===== src/core/swts_regs.svh =====
// timing constants and command codes for the single-wire sensor slot logic
`ifndef SWTS_REGS_SVH
`define SWTS_REGS_SVH
`define SWTS_CLK_MHZ 40
`define SWTS_RESET_MIN_US 480
`define SWTS_RESET_CYC (`SWTS_RESET_MIN_US * `SWTS_CLK_MHZ)
`define SWTS_PRES_WAIT_US 30
`define SWTS_PRES_WAIT_CYC (`SWTS_PRES_WAIT_US * `SWTS_CLK_MHZ)
`define SWTS_PRES_LEN_US 120
`define SWTS_PRES_LEN_CYC (`SWTS_PRES_LEN_US * `SWTS_CLK_MHZ)
`define SWTS_SAMPLE_US 30
`define SWTS_SAMPLE_CYC (`SWTS_SAMPLE_US * `SWTS_CLK_MHZ)
`define SWTS_RD_HOLD_US 15
`define SWTS_RD_HOLD_CYC (`SWTS_RD_HOLD_US * `SWTS_CLK_MHZ)
`define SWTS_CNT_W 16
`define SWTS_CMD_CONVERT 8'h44
`define SWTS_CMD_RD_BUF 8'hBE
`define SWTS_CMD_WR_BUF 8'h4E
`define SWTS_CMD_COPY 8'h48
`define SWTS_CMD_RESTORE 8'hB8
`define SWTS_CMD_SUPPLY 8'hB4
`define SWTS_BUF_BYTES 9
`define SWTS_IDX_HIGH 4'h2
`define SWTS_IDX_LOW 4'h3
`define SWTS_IDX_CRC 4'h8
`define SWTS_RESTORE_CYC 16'h0100
`endif


===== src/core/swts_pkg.sv =====
// types for the single-wire sensor slot logic
package swts_pkg;
	typedef enum logic [2:0] {
		ST_IDLE, ST_ADDR, ST_FUNC, ST_WR_BUF, ST_RD_BUF, ST_STATUS, ST_SILENT
	} swts_phase_e;
	typedef struct packed {
		logic [7:0] high;
		logic [7:0] low;
	} swts_thr_s;
endpackage : swts_pkg


===== src/core/swts_slot.sv =====
// single-wire thermometer slave: init handshake, time slots, function commands
`timescale 1ns/1ps
`default_nettype none
`include "swts_regs.svh"
module swts_slot #(
	parameter int RESET_CYC = `SWTS_RESET_CYC,
	parameter int PRES_WAIT_CYC = `SWTS_PRES_WAIT_CYC,
	parameter int PRES_LEN_CYC = `SWTS_PRES_LEN_CYC,
	parameter int MEAS_CYC = 30000,
	parameter int SAMPLE_CYC = `SWTS_SAMPLE_CYC,
	parameter int RD_HOLD_CYC = `SWTS_RD_HOLD_CYC
) (
	// clock and reset
	input wire logic clk_in,
	input wire logic rstn_in,
	input wire logic ce_in,
	// single-wire line, open drain
	input wire logic line_in,
	output logic line_out,
	output logic line_oe_n_out,
	// device side
	input wire logic parasite_in,
	input wire logic [63:0] buf_lo_in,
	output logic [7:0] thr_high_out,
	output logic [7:0] thr_low_out,
	output logic meas_busy_out,
	output logic rx_valid_out,
	output logic [7:0] rx_byte_out,
	input wire logic rx_ready_in
);
	// three-stage synchroniser; stage one read only by stage two
	logic sync1_q;
	logic sync2_q;
	logic sync3_q;
	always_ff @(posedge clk_in) begin
		if (!rstn_in) begin
			sync1_q <= 1'b1;
			sync2_q <= 1'b1;
			sync3_q <= 1'b1;
		end else if (ce_in) begin
			sync1_q <= line_in;
			sync2_q <= sync1_q;
			sync3_q <= sync2_q;
		end
	end
	logic fall;
	logic rise;
	assign fall = sync3_q && !sync2_q;
	assign rise = !sync3_q && sync2_q;

	// low-time counter for reset detect
	logic [`SWTS_CNT_W-1:0] low_q;
	logic reset_seen_q;
	always_ff @(posedge clk_in) begin
		if (!rstn_in) begin
			low_q <= '0;
			reset_seen_q <= 1'b0;
		end else if (ce_in) begin
			if (sync2_q) begin
				low_q <= '0;
			end else if (low_q != '1) begin
				low_q <= low_q + 1'b1;
			end
			if (!sync2_q && low_q >= `SWTS_CNT_W'(RESET_CYC)) begin
				reset_seen_q <= 1'b1;
			end else if (rise) begin
				reset_seen_q <= 1'b0;
			end
		end
	end
	logic init_go;
	assign init_go = rise && reset_seen_q;

	// presence generator
	logic [`SWTS_CNT_W-1:0] pres_q;
	logic pres_wait_q;
	logic pres_drv_q;
	always_ff @(posedge clk_in) begin
		if (!rstn_in) begin
			pres_q <= '0;
			pres_wait_q <= 1'b0;
			pres_drv_q <= 1'b0;
		end else if (ce_in) begin
			if (init_go) begin
				pres_wait_q <= 1'b1;
				pres_drv_q <= 1'b0;
				pres_q <= '0;
			end else if (pres_wait_q) begin
				pres_q <= pres_q + 1'b1;
				if (pres_q == `SWTS_CNT_W'(PRES_WAIT_CYC - 1)) begin
					pres_wait_q <= 1'b0;
					pres_drv_q <= 1'b1;
					pres_q <= '0;
				end
			end else if (pres_drv_q) begin
				pres_q <= pres_q + 1'b1;
				if (pres_q == `SWTS_CNT_W'(PRES_LEN_CYC - 1)) begin
					pres_drv_q <= 1'b0;
				end
			end
		end
	end
	logic pres_busy;
	assign pres_busy = pres_wait_q || pres_drv_q;

	// slot timer from each falling edge outside presence
	logic [`SWTS_CNT_W-1:0] slot_q;
	logic in_slot_q;
	always_ff @(posedge clk_in) begin
		if (!rstn_in) begin
			slot_q <= '0;
			in_slot_q <= 1'b0;
		end else if (ce_in) begin
			if (fall && !pres_busy) begin
				slot_q <= '0;
				in_slot_q <= 1'b1;
			end else if (in_slot_q) begin
				slot_q <= slot_q + 1'b1;
				if (slot_q == `SWTS_CNT_W'(SAMPLE_CYC)) begin
					in_slot_q <= 1'b0;
				end
			end
		end
	end
	logic sample_now;
	assign sample_now = in_slot_q && (slot_q == `SWTS_CNT_W'(SAMPLE_CYC));

	// phase machine
	swts_pkg::swts_phase_e phase_q;
	logic [7:0] sh_q;
	logic [2:0] bit_q;
	logic [3:0] byte_q;
	logic byte_done;
	assign byte_done = sample_now && (bit_q == 3'h7);
	logic [7:0] rx_full;
	assign rx_full = {sync2_q, sh_q[7:1]};
	logic [7:0] skip_code;
	assign skip_code = 8'hCC;
	always_ff @(posedge clk_in) begin
		if (!rstn_in) begin
			phase_q <= swts_pkg::ST_IDLE;
			sh_q <= '0;
			bit_q <= '0;
			byte_q <= '0;
		end else if (ce_in) begin
			if (init_go) begin
				phase_q <= swts_pkg::ST_ADDR;
				bit_q <= '0;
				byte_q <= '0;
			end else if (sample_now) begin
				bit_q <= bit_q + 1'b1;
				if (phase_q != swts_pkg::ST_RD_BUF) begin
					sh_q <= rx_full;
				end
				case (phase_q)
					swts_pkg::ST_ADDR: begin
						if (byte_done) begin
							phase_q <= (rx_full == skip_code) ? swts_pkg::ST_FUNC : swts_pkg::ST_SILENT;
						end
					end
					swts_pkg::ST_FUNC: begin
						if (byte_done) begin
							case (rx_full)
								`SWTS_CMD_RD_BUF: phase_q <= swts_pkg::ST_RD_BUF;
								`SWTS_CMD_WR_BUF: phase_q <= swts_pkg::ST_WR_BUF;
								`SWTS_CMD_CONVERT, `SWTS_CMD_RESTORE, `SWTS_CMD_SUPPLY: begin
									phase_q <= swts_pkg::ST_STATUS;
								end
								default: phase_q <= swts_pkg::ST_SILENT;
							endcase
						end
					end
					swts_pkg::ST_WR_BUF: begin
						if (byte_done) begin
							byte_q <= byte_q + 1'b1;
							if (byte_q == 4'h1) begin
								phase_q <= swts_pkg::ST_SILENT;
							end
						end
					end
					swts_pkg::ST_RD_BUF: begin
						if (byte_done) begin
							byte_q <= byte_q + 1'b1;
							if (byte_q == `SWTS_IDX_CRC) begin
								phase_q <= swts_pkg::ST_SILENT;
							end
						end
					end
					default: begin
					end
				endcase
			end
		end
	end
	logic [7:0] cmd_q;
	always_ff @(posedge clk_in) begin
		if (!rstn_in) begin
			cmd_q <= '0;
		end else if (ce_in && phase_q == swts_pkg::ST_FUNC && byte_done) begin
			cmd_q <= rx_full;
		end
	end
	logic cmd_taken;
	assign cmd_taken = ce_in && phase_q == swts_pkg::ST_FUNC && byte_done;

	// thresholds, storage, restore and measurement timers
	swts_pkg::swts_thr_s work_q;
	swts_pkg::swts_thr_s nv_q;
	logic [15:0] rest_q;
	logic [`SWTS_CNT_W-1:0] meas_q;
	always_ff @(posedge clk_in) begin
		if (!rstn_in) begin
			nv_q <= '0;
			work_q <= '0;
			rest_q <= `SWTS_RESTORE_CYC;
			meas_q <= '0;
		end else if (ce_in) begin
			if (rest_q != '0) begin
				rest_q <= rest_q - 1'b1;
				if (rest_q == 16'h0001) begin
					work_q <= nv_q;
				end
			end
			if (meas_q != '0) begin
				meas_q <= meas_q - 1'b1;
			end
			if (cmd_taken && rx_full == `SWTS_CMD_RESTORE) begin
				rest_q <= `SWTS_RESTORE_CYC;
			end
			if (cmd_taken && rx_full == `SWTS_CMD_COPY) begin
				nv_q <= work_q;
			end
			if (cmd_taken && rx_full == `SWTS_CMD_CONVERT) begin
				meas_q <= `SWTS_CNT_W'(MEAS_CYC);
			end
			if (phase_q == swts_pkg::ST_WR_BUF && byte_done) begin
				if (byte_q == 4'h0) begin
					work_q.high <= rx_full;
				end else begin
					work_q.low <= rx_full;
				end
			end
		end
	end

	// outbound bit for read slots
	function automatic logic [7:0] buf_byte(input logic [3:0] idx, input logic [63:0] lo,
		input swts_pkg::swts_thr_s t);
		logic [7:0] b;
		b = lo[8*idx[2:0] +: 8];
		if (idx == `SWTS_IDX_HIGH) b = t.high;
		if (idx == `SWTS_IDX_LOW) b = t.low;
		if (idx == `SWTS_IDX_CRC) b = 8'h00;
		return b;
	endfunction : buf_byte
	logic tx_bit;
	logic [7:0] tx_byte;
	assign tx_byte = buf_byte(byte_q, buf_lo_in, work_q);
	always_comb begin
		tx_bit = 1'b1;
		case (phase_q)
			swts_pkg::ST_RD_BUF: tx_bit = tx_byte[bit_q];
			swts_pkg::ST_STATUS: begin
				if (cmd_q == `SWTS_CMD_SUPPLY) tx_bit = !parasite_in;
				else if (cmd_q == `SWTS_CMD_RESTORE) tx_bit = (rest_q == '0);
				else tx_bit = parasite_in || (meas_q == '0);
			end
			default: tx_bit = 1'b1;
		endcase
	end
	logic rd_drv_q;
	always_ff @(posedge clk_in) begin
		if (!rstn_in) begin
			rd_drv_q <= 1'b0;
		end else if (ce_in) begin
			if (init_go) begin
				rd_drv_q <= 1'b0;
			end else if (fall && !pres_busy && !tx_bit) begin
				rd_drv_q <= 1'b1;
			end else if (in_slot_q && slot_q == `SWTS_CNT_W'(RD_HOLD_CYC)) begin
				rd_drv_q <= 1'b0;
			end
		end
	end

	// registered outputs; oe low means driving low
	logic [7:0] fifo_data;
	logic fifo_valid;
	logic fifo_pop;
	// one-cycle pulse per byte; a held valid would deadlock the pop
	assign fifo_pop = fifo_valid && rx_ready_in && !rx_valid_out;
	always_ff @(posedge clk_in) begin
		if (!rstn_in) begin
			line_out <= 1'b0;
			line_oe_n_out <= 1'b1;
			thr_high_out <= '0;
			thr_low_out <= '0;
			meas_busy_out <= 1'b0;
			rx_valid_out <= 1'b0;
			rx_byte_out <= '0;
		end else if (ce_in) begin
			line_oe_n_out <= !(pres_drv_q || rd_drv_q);
			thr_high_out <= work_q.high;
			thr_low_out <= work_q.low;
			meas_busy_out <= (meas_q != '0);
			rx_valid_out <= fifo_pop;
			if (fifo_pop) begin
				rx_byte_out <= fifo_data;
			end
		end
	end

	// received write bytes buffered toward the user side
	swts_fifo #(.WIDTH(8), .DEPTH(8)) u_fifo (
		.clk_in(clk_in),
		.rstn_in(rstn_in),
		.ce_in(ce_in),
		.flush_in(1'b0),
		.in_valid_in(phase_q == swts_pkg::ST_WR_BUF && byte_done),
		.in_ready_out(),
		.in_data_in(rx_full),
		.out_valid_out(fifo_valid),
		.out_ready_in(fifo_pop),
		.out_data_out(fifo_data)
	);

	cover_pres_c: cover property (@(posedge clk_in) disable iff (!rstn_in) $fell(pres_wait_q) && pres_drv_q);
	cover_wr_c: cover property (@(posedge clk_in) disable iff (!rstn_in) phase_q == swts_pkg::ST_WR_BUF && byte_done && byte_q == 4'h1);
	cover_rd_c: cover property (@(posedge clk_in) disable iff (!rstn_in) phase_q == swts_pkg::ST_RD_BUF && rd_drv_q);

	presence_delay_a: assert property (@(posedge clk_in) disable iff (!rstn_in || !ce_in) init_go |-> !pres_drv_q [*8]) else $error("presence too early");
	presence_start_a: assert property (@(posedge clk_in) disable iff (!rstn_in) $rose(pres_drv_q) |-> $past(pres_wait_q)) else $error("presence without wait");
	reset_abort_a: assert property (@(posedge clk_in) disable iff (!rstn_in) init_go && ce_in |=> phase_q == swts_pkg::ST_ADDR && !rd_drv_q) else $error("reset not aborting");
	drive_release_a: assert property (@(posedge clk_in) disable iff (!rstn_in) rd_drv_q |-> slot_q <= `SWTS_CNT_W'(RD_HOLD_CYC)) else $error("read drive too long");
	read_in_slot_a: assert property (@(posedge clk_in) disable iff (!rstn_in) $rose(rd_drv_q) |-> $past(fall)) else $error("drive outside slot");
	copy_store_a: assert property (@(posedge clk_in) disable iff (!rstn_in) cmd_taken && rx_full == `SWTS_CMD_COPY |=> nv_q == $past(work_q)) else $error("copy lost");
	restore_load_a: assert property (@(posedge clk_in) disable iff (!rstn_in) ce_in && rest_q == 16'h0001 && !cmd_taken |=> work_q == $past(nv_q) || phase_q == swts_pkg::ST_WR_BUF) else $error("restore lost");
	supply_bit_a: assert property (@(posedge clk_in) disable iff (!rstn_in) phase_q == swts_pkg::ST_STATUS && cmd_q == `SWTS_CMD_SUPPLY |-> tx_bit == !parasite_in) else $error("supply bit wrong");
	order_gate_a: assert property (@(posedge clk_in) disable iff (!rstn_in) $changed(phase_q) && phase_q == swts_pkg::ST_ADDR |-> $past(init_go)) else $error("order skipped");
endmodule : swts_slot
`default_nettype wire


===== src/core/swts_fifo.sv =====
// small flop fifo with valid/ready on both sides
`timescale 1ns/1ps
`default_nettype none
module swts_fifo #(
	parameter int WIDTH = 8,
	parameter int DEPTH = 8
) (
	// clock, reset, clock enable and flush
	input wire logic clk_in,
	input wire logic rstn_in,
	input wire logic ce_in,
	input wire logic flush_in,
	// fill side
	input wire logic in_valid_in,
	output logic in_ready_out,
	input wire logic [WIDTH-1:0] in_data_in,
	// drain side
	output logic out_valid_out,
	input wire logic out_ready_in,
	output logic [WIDTH-1:0] out_data_out
);
	localparam int AW = $clog2(DEPTH);
	logic [WIDTH-1:0] mem_q [DEPTH];
	logic [AW-1:0] wr_q;
	logic [AW-1:0] rd_q;
	logic [AW:0] cnt_q;
	logic push;
	logic pop;
	assign in_ready_out = (cnt_q != (AW+1)'(DEPTH));
	assign out_valid_out = (cnt_q != '0);
	assign out_data_out = mem_q[rd_q];
	assign push = in_valid_in && in_ready_out;
	assign pop = out_valid_out && out_ready_in;
	always_ff @(posedge clk_in) begin
		if (ce_in && push) begin
			mem_q[wr_q] <= in_data_in;
		end
	end
	always_ff @(posedge clk_in) begin
		if (!rstn_in) begin
			wr_q <= '0;
			rd_q <= '0;
			cnt_q <= '0;
		end else if (ce_in) begin
			if (flush_in) begin
				wr_q <= '0;
				rd_q <= '0;
				cnt_q <= '0;
			end else begin
				if (push) begin
					wr_q <= (wr_q == AW'(DEPTH-1)) ? '0 : wr_q + 1'b1;
				end
				if (pop) begin
					rd_q <= (rd_q == AW'(DEPTH-1)) ? '0 : rd_q + 1'b1;
				end
				cnt_q <= cnt_q + (AW+1)'(push) - (AW+1)'(pop);
			end
		end
	end
endmodule : swts_fifo
`default_nettype wire


===== config.mk =====
export PLATFORM = sky130hd
export DESIGN_NAME = swts_slot
export DESIGN_NICKNAME = d
export VERILOG_FILES = /design/src/core/swts_pkg.sv /design/src/core/swts_slot.sv /design/src/core/swts_fifo.sv
export VERILOG_INCLUDE_DIRS = /design/src /design/src/core
export SDC_FILE = /design/constraint.sdc
export NUM_CORES = 1
export LEC_CHECK = 0
export ABC_CLOCK_PERIOD_IN_PS = 3100
export BUFFER_PORTS_ARGS = -buffer_cell sky130_fd_sc_hd__clkbuf_2
export CAP_MARGIN = 25
export CORE_ASPECT_RATIO = 0.9
export CORE_UTILIZATION = 50
export CTS_CLUSTER_SIZE = 28
export DETAILED_ROUTE_END_ITERATION = 8
export PLACE_DENSITY = 0.67
export REMOVE_ABC_BUFFERS = 1
export SYNTH_ARGS = -nofsm -noshare
export SYNTH_HDL_FRONTEND = slang
export SYNTH_SLANG_ARGS = --single-unit

===== constraint.sdc =====
create_clock -name clk_in -period 3.1 [get_ports clk_in]
set_input_delay 0.155 -clock clk_in [delete_from_list [all_inputs] [get_ports clk_in]]
set_output_delay 0.155 -clock clk_in [all_outputs]
set_load 0.05 [all_outputs]

; Yosys cells after proc, flatten, opt, wreduce, memory -nomap -nowiden
; Memory sizes are Yosys's and may differ from the RTL's. A register that Yosys moved wholly into a read port is not among the register bits.
; Cells that the tools add are included.
[word_totals]
register_bits = 175
mem_bits_rw = 64
in_bits = 70
output_inout_bits = 28
wordCells = 210
mem_count = 1
[classes]
addsub = 11
n_lt_le_gt_ge = 2
eq_ne = 36
shifts = 1
n_mux = 62
bitwise = 1
reduce_logical = 66
[memory_table]
columns = memory, words, width, rd, rd_ports_with_merged_regs, write_ports, line_no
row1 = u_fifo.mem_q, 8, 8, 1, 1, 1, swts_fifo.sv:23  ; logic [WIDTH-1:0] mem_q [DEPTH];
[op_table]
columns = operator, count
row1 = $mux W16, 15
row2 = $shiftx A64 B7 Y8, 1
row3 = $add A16 B1 Y16 const B, 3
row4 = $eq A8 B8 Y1 const B, 6
row5 = $mux W8, 5
row6 = $mux W3, 13
row7 = $eq A16 B11 Y1 const B, 2
row8 = $logic_not A16 Y1, 2
row9 = $reduce_bool A16 Y1, 2
row10 = $sub A16 B1 Y16 const B, 2
row11 = $reduce_and A2 Y1, 13
row12 = $eq A8 B7 Y1 const B, 3
row13 = $mux W1, 21
row14 = $ne A3 B3 Y1 const B, 7
row15 = $logic_and A1 B1 Y1, 20
row16 = $eq A16 B1 Y1 const B, 1
row17 = $eq A16 B10 Y1 const B, 1
row18 = $eq A16 B13 Y1 const B, 1
row19 = $ge A16 B15 Y1 const B, 1
row20 = $mux W4, 4
row21 = $ne A16 B16 Y1 const B, 1
row22 = $reduce_bool A2 Y1, 8
row23 = $eq A3 B3 Y1 const B, 5
row24 = $pmux W3 S4, 1
row25 = other kinds (26), 41

; Logic depth before layout (Yosys ltp)
[logic_depth]
depth_word = 11
depth_mapped = 12
depth_no_buf = 12

; Modules after synthesis
; A second synthesis with hierarchy kept.
[unflattened]
hier_cells = 1187
hier_area_um2 = 11965.2
[modules_own_cells]
columns = module, instances, cells_per_inst, area_each_um2, seq_area_each_um2
row1 = swts_slot, 1, 996, 8668.3, 3443.3
row2 = swts_fifo, 1, 191, 3296.9, 2182.1

; Worst setup path after synthesis
; No wires, ideal clock.
[synth_path]
path_type = register to register
start = reg byte_q[0]
end = reg rd_drv_q
setup_time_ps = 116
arrival_time_ps = 2920
required_time_ps = 2984
setup_slack_ps = 64
path_stages_with_launch = 12
path_cell_list = dfxtp_1 clkbuf_1 clkbuf_1 buf_2 inv_1 ha_1 nor4b_1 a221o_1 a21oi_1 o221a_2 nand4b_1 o211a_1
[synth_between]
elab_chain_cells = 11
word_cells_on_any_way = 16
cone_classes = eq/ne: 3 / shift: 1 / mux: 8 / reduce/logical: 4
[synth_rtl]
columns = item, line_no
row1 = from (decl), swts_slot.sv:132  ; logic [3:0] byte_q;
row2 = from (signal assigned), swts_slot.sv:175  ; byte_q <= byte_q + 1'b1;
row3 = from (signal assigned), swts_slot.sv:183  ; byte_q <= byte_q + 1'b1;
row4 = $shiftx A64 B7 Y8 or $eq A4 B2 Y1 (tied branches), -
row5 = $mux W8, swts_slot.sv:251  ; if (idx == `SWTS_IDX_HIGH) b = t.high;
row6 = $mux W8, swts_slot.sv:252  ; if (idx == `SWTS_IDX_LOW) b = t.low;
row7 = $mux W8 *, swts_slot.sv:253  ; if (idx == `SWTS_IDX_CRC) b = 8'h00;
row8 = $bmux W1 S3 *, swts_slot.sv:262  ; swts_pkg::ST_RD_BUF: tx_bit = tx_byte[bit_q];
row9 = $mux W1 (not written as such) *, swts_slot.sv:262
row10 = $pmux W1 S2 *, swts_slot.sv:261  ; case (phase_q)
row11 = $logic_not A1 Y1 *, swts_slot.sv:278  ; end else if (fall && !pres_busy && !tx_bit) begin
row12 = $logic_and A1 B1 Y1 *, swts_slot.sv:278
row13 = $reduce_bool A3 Y1 (no line) or $mux W1 (tied branches), -
row14 = $reduce_and A2 Y1 (no line) or $mux W1 (tied branches), -
row15 = to (signal assigned), swts_slot.sv:277  ; rd_drv_q <= 1'b0;
row16 = to (signal assigned), swts_slot.sv:279  ; rd_drv_q <= 1'b1;
row17 = to (signal assigned), swts_slot.sv:281  ; rd_drv_q <= 1'b0;
row18 = to (decl), swts_slot.sv:271  ; logic rd_drv_q;
; Mark *: on every way between the ends. The rest lies on a longest branch, timed or not. The select of a mux whose other input is x is not followed.
; A chain may end at the register's enable or synchronous reset.

; Worst setup path in the final report
[layout_path]
start = reg slot_q[0]
end = reg u_fifo.cnt_q[2]
[layout_between]
elab_chain_cells = 7
[layout_rtl]
columns = item, line_no
row1 = from (decl), swts_slot.sv:107  ; logic [`SWTS_CNT_W-1:0] slot_q;
row2 = from (signal assigned), swts_slot.sv:118  ; slot_q <= slot_q + 1'b1;
row3 = $eq A16 B11 Y1, swts_slot.sv:126  ; assign sample_now = in_slot_q && (slot_q == `SWTS_CNT_W'(SAMPLE_CYC));
row4 = $logic_and A1 B1 Y1, swts_slot.sv:126
row5 = $logic_and A1 B1 Y1, swts_slot.sv:134  ; assign byte_done = sample_now && (bit_q == 3'h7);
row6 = $logic_and A1 B1 Y1, swts_slot.sv:319  ; .in_valid_in(phase_q == swts_pkg::ST_WR_BUF && byte_done),
row7 = $logic_and A1 B1 Y1, swts_fifo.sv:32  ; assign push = in_valid_in && in_ready_out;
row8 = $add A4 B1 Y4, swts_fifo.sv:56  ; cnt_q <= cnt_q + (AW+1)'(push) - (AW+1)'(pop);
row9 = $sub A4 B1 Y4, swts_fifo.sv:56
row10 = to (signal assigned), swts_fifo.sv:56
row11 = to (decl), swts_fifo.sv:26  ; logic [AW:0] cnt_q;
; No other way between the ends.

==> results.sh <==
export IMPL_drt_iter0_drc=633
export IMPL_fin_worst_skew_ns=0.0113
export IMPL_synth_seq_cells=246
export IMPL_yosys_warnings=0
export IMPL_row_count=52
export IMPL_endpoint_kind="flop"
export IMPL_netlist_area_mm2=0.0117
export IMPL_synthCells=1201
export IMPL_postLayoutCellArea_mm2=0.0136
export IMPL_syn_area_per_cell_um2=9.77
export IMPL_drv_slew=0
export IMPL_cp_max_fo=5
export IMPL_yosys_cell_types_count=71
export IMPL_ir_drop_mv=0.419
export IMPL_htreeDepth=1
export IMPL_criticalPathCategory="flop to flop"
export IMPL_hpwlAfterDp_um=18400
export IMPL_num_vias=9140
export IMPL_first_global_vias=8577
export IMPL_ctsLongestPathBuffers=3
export IMPL_cp_startpoint="slot_q[0]"
export IMPL_dpl_cell_area_mm2=0.0127
export IMPL_grt_max_degree=43
export IMPL_slew_headroom_pct=44.5
export IMPL_grt_pass1_wl_um=43400
export IMPL_cp_cell_sequence="inv_1 > ha_1 > or4b_4 > nor4_4 > buf_4 > nand3_2 > a21oi_2 > ha_1 > inv_1 > fa_1 > xnor2_1 > mux2i_1 > nor2_1"
export IMPL_fin_crit_ns=2.89
export IMPL_synth_edff_count=64
export IMPL_die_area_mm2=0.0241
export IMPL_n_antenna_cell=0
export IMPL_regToRegStartpoint="slot_q[0]"
export IMPL_avgViaCountPerCell=5.64
export IMPL_ios=98
export IMPL_setup_viol=0
export IMPL_cp_top_family="simple AND/OR/NAND/NOR gates"
export IMPL_clkSlewWorstSetupHoldPaths_ns=0.06
export IMPL_status="finished clean"
export IMPL_drc=0
export IMPL_postRouteAntennaNets=0
export IMPL_numCtsBuffers=25
export IMPL_finalCritPeriodShare_pct=93.2
export IMPL_r2r_end="u_fifo.cnt_q[2]"
export IMPL_grt_usage_pct=22.5
export IMPL_p_per_area_mw_per_mm2=531
export IMPL_die_w_um=163
export IMPL_critPathBufInv=3
export IMPL_hp_class="input pin to flop"
export IMPL_rsz0062_at_grt="no"
export IMPL_clkSinkCount=246
export IMPL_first_pass_iters=5
export IMPL_portBuffers=96
export IMPL_overflow=0
export IMPL_synth_ff_type="dfxtp_1"
export IMPL_layout_nets=1402
export IMPL_totalWireLength_um=26600
export IMPL_core_area_mm2=0.0228
export IMPL_yosysSeqAreaShare_pct=47.5
export IMPL_clock_latency_ns=0.53
export IMPL_area_delta_synth_final_pct=15.6
export IMPL_reg2reg_depth=13
export IMPL_worstHoldStart="ce_in"
export IMPL_worstPathRequired_ns=3.52
export IMPL_regToRegSetupSlack_ns=0.21
export IMPL_worstPathArrival_ns=3.31
export IMPL_wl_per_cell_um=16.4
export IMPL_power_leakage_nw=5.08
export IMPL_start_kind="flop"
export IMPL_synthArstFlopShare_pct=0
export IMPL_critPathSlowestCell="or4b_4"
export IMPL_layout_drive_gt1_share_pct=17.3
export IMPL_antenna_found_initial=0
export IMPL_gp_congestion=0.819
export IMPL_critPathMaxStageDelay_ns=0.50
export IMPL_hold_violations=0
export IMPL_start_util_pct=51.5
export IMPL_cts_tree="yes"
export IMPL_max_cap_violations=0
export IMPL_path_depth=13
export IMPL_setup_tns_ns=0
export IMPL_cts_root_buf="clkbuf_16"
export IMPL_endpoint="u_fifo.cnt_q[2]"
export IMPL_die_height_um=147
export IMPL_fill_cells=1947
export IMPL_max_freq_ghz=0.346
export IMPL_tightest_slew_ns=0.829
-- layout by cell type (no fill, tap or decap), types with 9 or more instances in the layout --
cell type / instances
nor4_1: 10
nand4_1: 25
mux2i_1: 55
o21ai_0: 40
mux4_2: 24
or3_1: 31
nor2b_1: 12
clkbuf_2: 95
nor2_1: 142
dfxtp_1: 182
a221oi_1: 12
inv_1: 38
and3_1: 11
nand2b_1: 9
nand3b_1: 9
a21oi_1: 63
clkbuf_16: 25
xnor2_1: 25
edfxtp_1: 64
nand3_1: 33
a22oi_1: 12
nor3_1: 24
ha_1: 26
nand2_1: 116
and2_1: 10
a211oi_1: 17
buf_4: 42
xor2_1: 43
-- Yosys cell counts (26+ instances only) --
library cell	number	area, um2
dfxtp_1	182	3640
nor2_1	142	533
nand2_1	116	435
a21oi_1	64	320
edfxtp_1	64	1920
mux2i_1	55	551
clkbuf_1	47	176
xor2_1	43	377
o21ai_0	40	200
inv_1	38	143
nand3_1	34	170
or3_1	31	194
ha_1	26	325
-- through the flow --
step                hold WS [ns]  worst slack, ns  utilization (%)  total power, mW  std cells
floorplan                  0.217            0.134                -             3.87       1139
global placement           0.399           0.0986             55.6             4.06       1574
detailed placement         0.396          0.00784             55.6             4.07       1574
CTS                      0.00867          0.00574             59.5             7.26       1620
global route              0.0192           0.0218             59.6             7.45       1620
finish                    0.0318            0.211             59.6             7.20       1620
-- layout make-up --
| cell class | instances | area [um2] | area share, % |
|---|---|---|---|
| inverter | 40 | 151 | 1.12 |
| clock inverter | 16 | 219 | 1.61 |
| timing repair buffer | 139 | 821 | 6.05 |
| tap | 297 | 372 | 2.74 |
| clock buffer | 29 | 651 | 4.80 |
| multi-input combinational | 853 | 5780 | 42.6 |
| sequential | 246 | 5570 | 41.0 |
-- report_power, final --
group          internal (mW)  total (mW)  leakage, nW  switching, mW
combinational          0.244       0.597         2.46          0.354
clock                   1.93        3.20        0.420           1.27
sequential              3.34        3.40         2.19         0.0614
total                   5.51        7.20         5.08           1.69
-- state kept, by name, indices dropped and copies added (netlist names), 7 cells and up --
name          cells
u_fifo.mem_q     64
low_q            16
meas_q           16
nv_q             16
pres_q           16
rest_q           16
slot_q           16
work_q           16
cmd_q             8
rx_byte_out       8
thr_high_out      8
thr_low_out       8
sh_q              7
-- routing by layer --
layer / global-route usage, % / part of all wire [%] / vias to the layer above / routed length (um)
li1: - / - / 4532 / -
met3: 2.99 / 4.9 / 39 / 1310
met1: 31.1 / 46 / 4338 / 12300
met5: 0 / 0 / - / 0
met2: 37.0 / 47 / 231 / 12500
met4: 5.51 / 1.8 / 0 / 480
-- how the worst min path moves through the flow --
stage,endpoint,slack [ns],cells after the start
2_1_floorplan,line_oe_n_out,0.22,1
3_3_place_gp,sync1_q,0.40,3
3_5_place_dp,sync1_q,0.40,3
4_1_cts,sync2_q,0.009,2
5_1_grt,line_oe_n_out,0.02,2
6_report,byte_q[0],0.03,3
-- kinds of logic after synthesis --
group | after synthesis | synth area share, %
DFF | 246 | 47.5
muxes | 81 | 9.49
adders and majority gates | 27 | 2.94
xor gates and xnor gates | 68 | 5.08
buffers and inverters | 102 | 3.45
and+or+nand+nor | 488 | 21.4
AOI/OAI and AO/OA | 188 | 10.1
other | 1 | 0.0320
-- what timing repair did --
item,in CTS,in global routing
hold buffers,1,0
resized for setup,0,4
endpoints found under the setup margin,0,18
setup buffers,0,0
hold endpoints to repair,1,0
-- worst register-to-register path, cell delays in order, from the launching register on --
cell and delay, ns:
dfxtp_1 0.32, inv_1 0.09, ha_1 0.15, or4b_4 0.50, nor4_4 0.31, buf_4 0.16, nand3_2 0.16, a21oi_2 0.15
ha_1 0.17, inv_1 0.06, fa_1 0.40, xnor2_1 0.13, mux2i_1 0.13, nor2_1 0.06
Power figures use the tool's default switching activity.
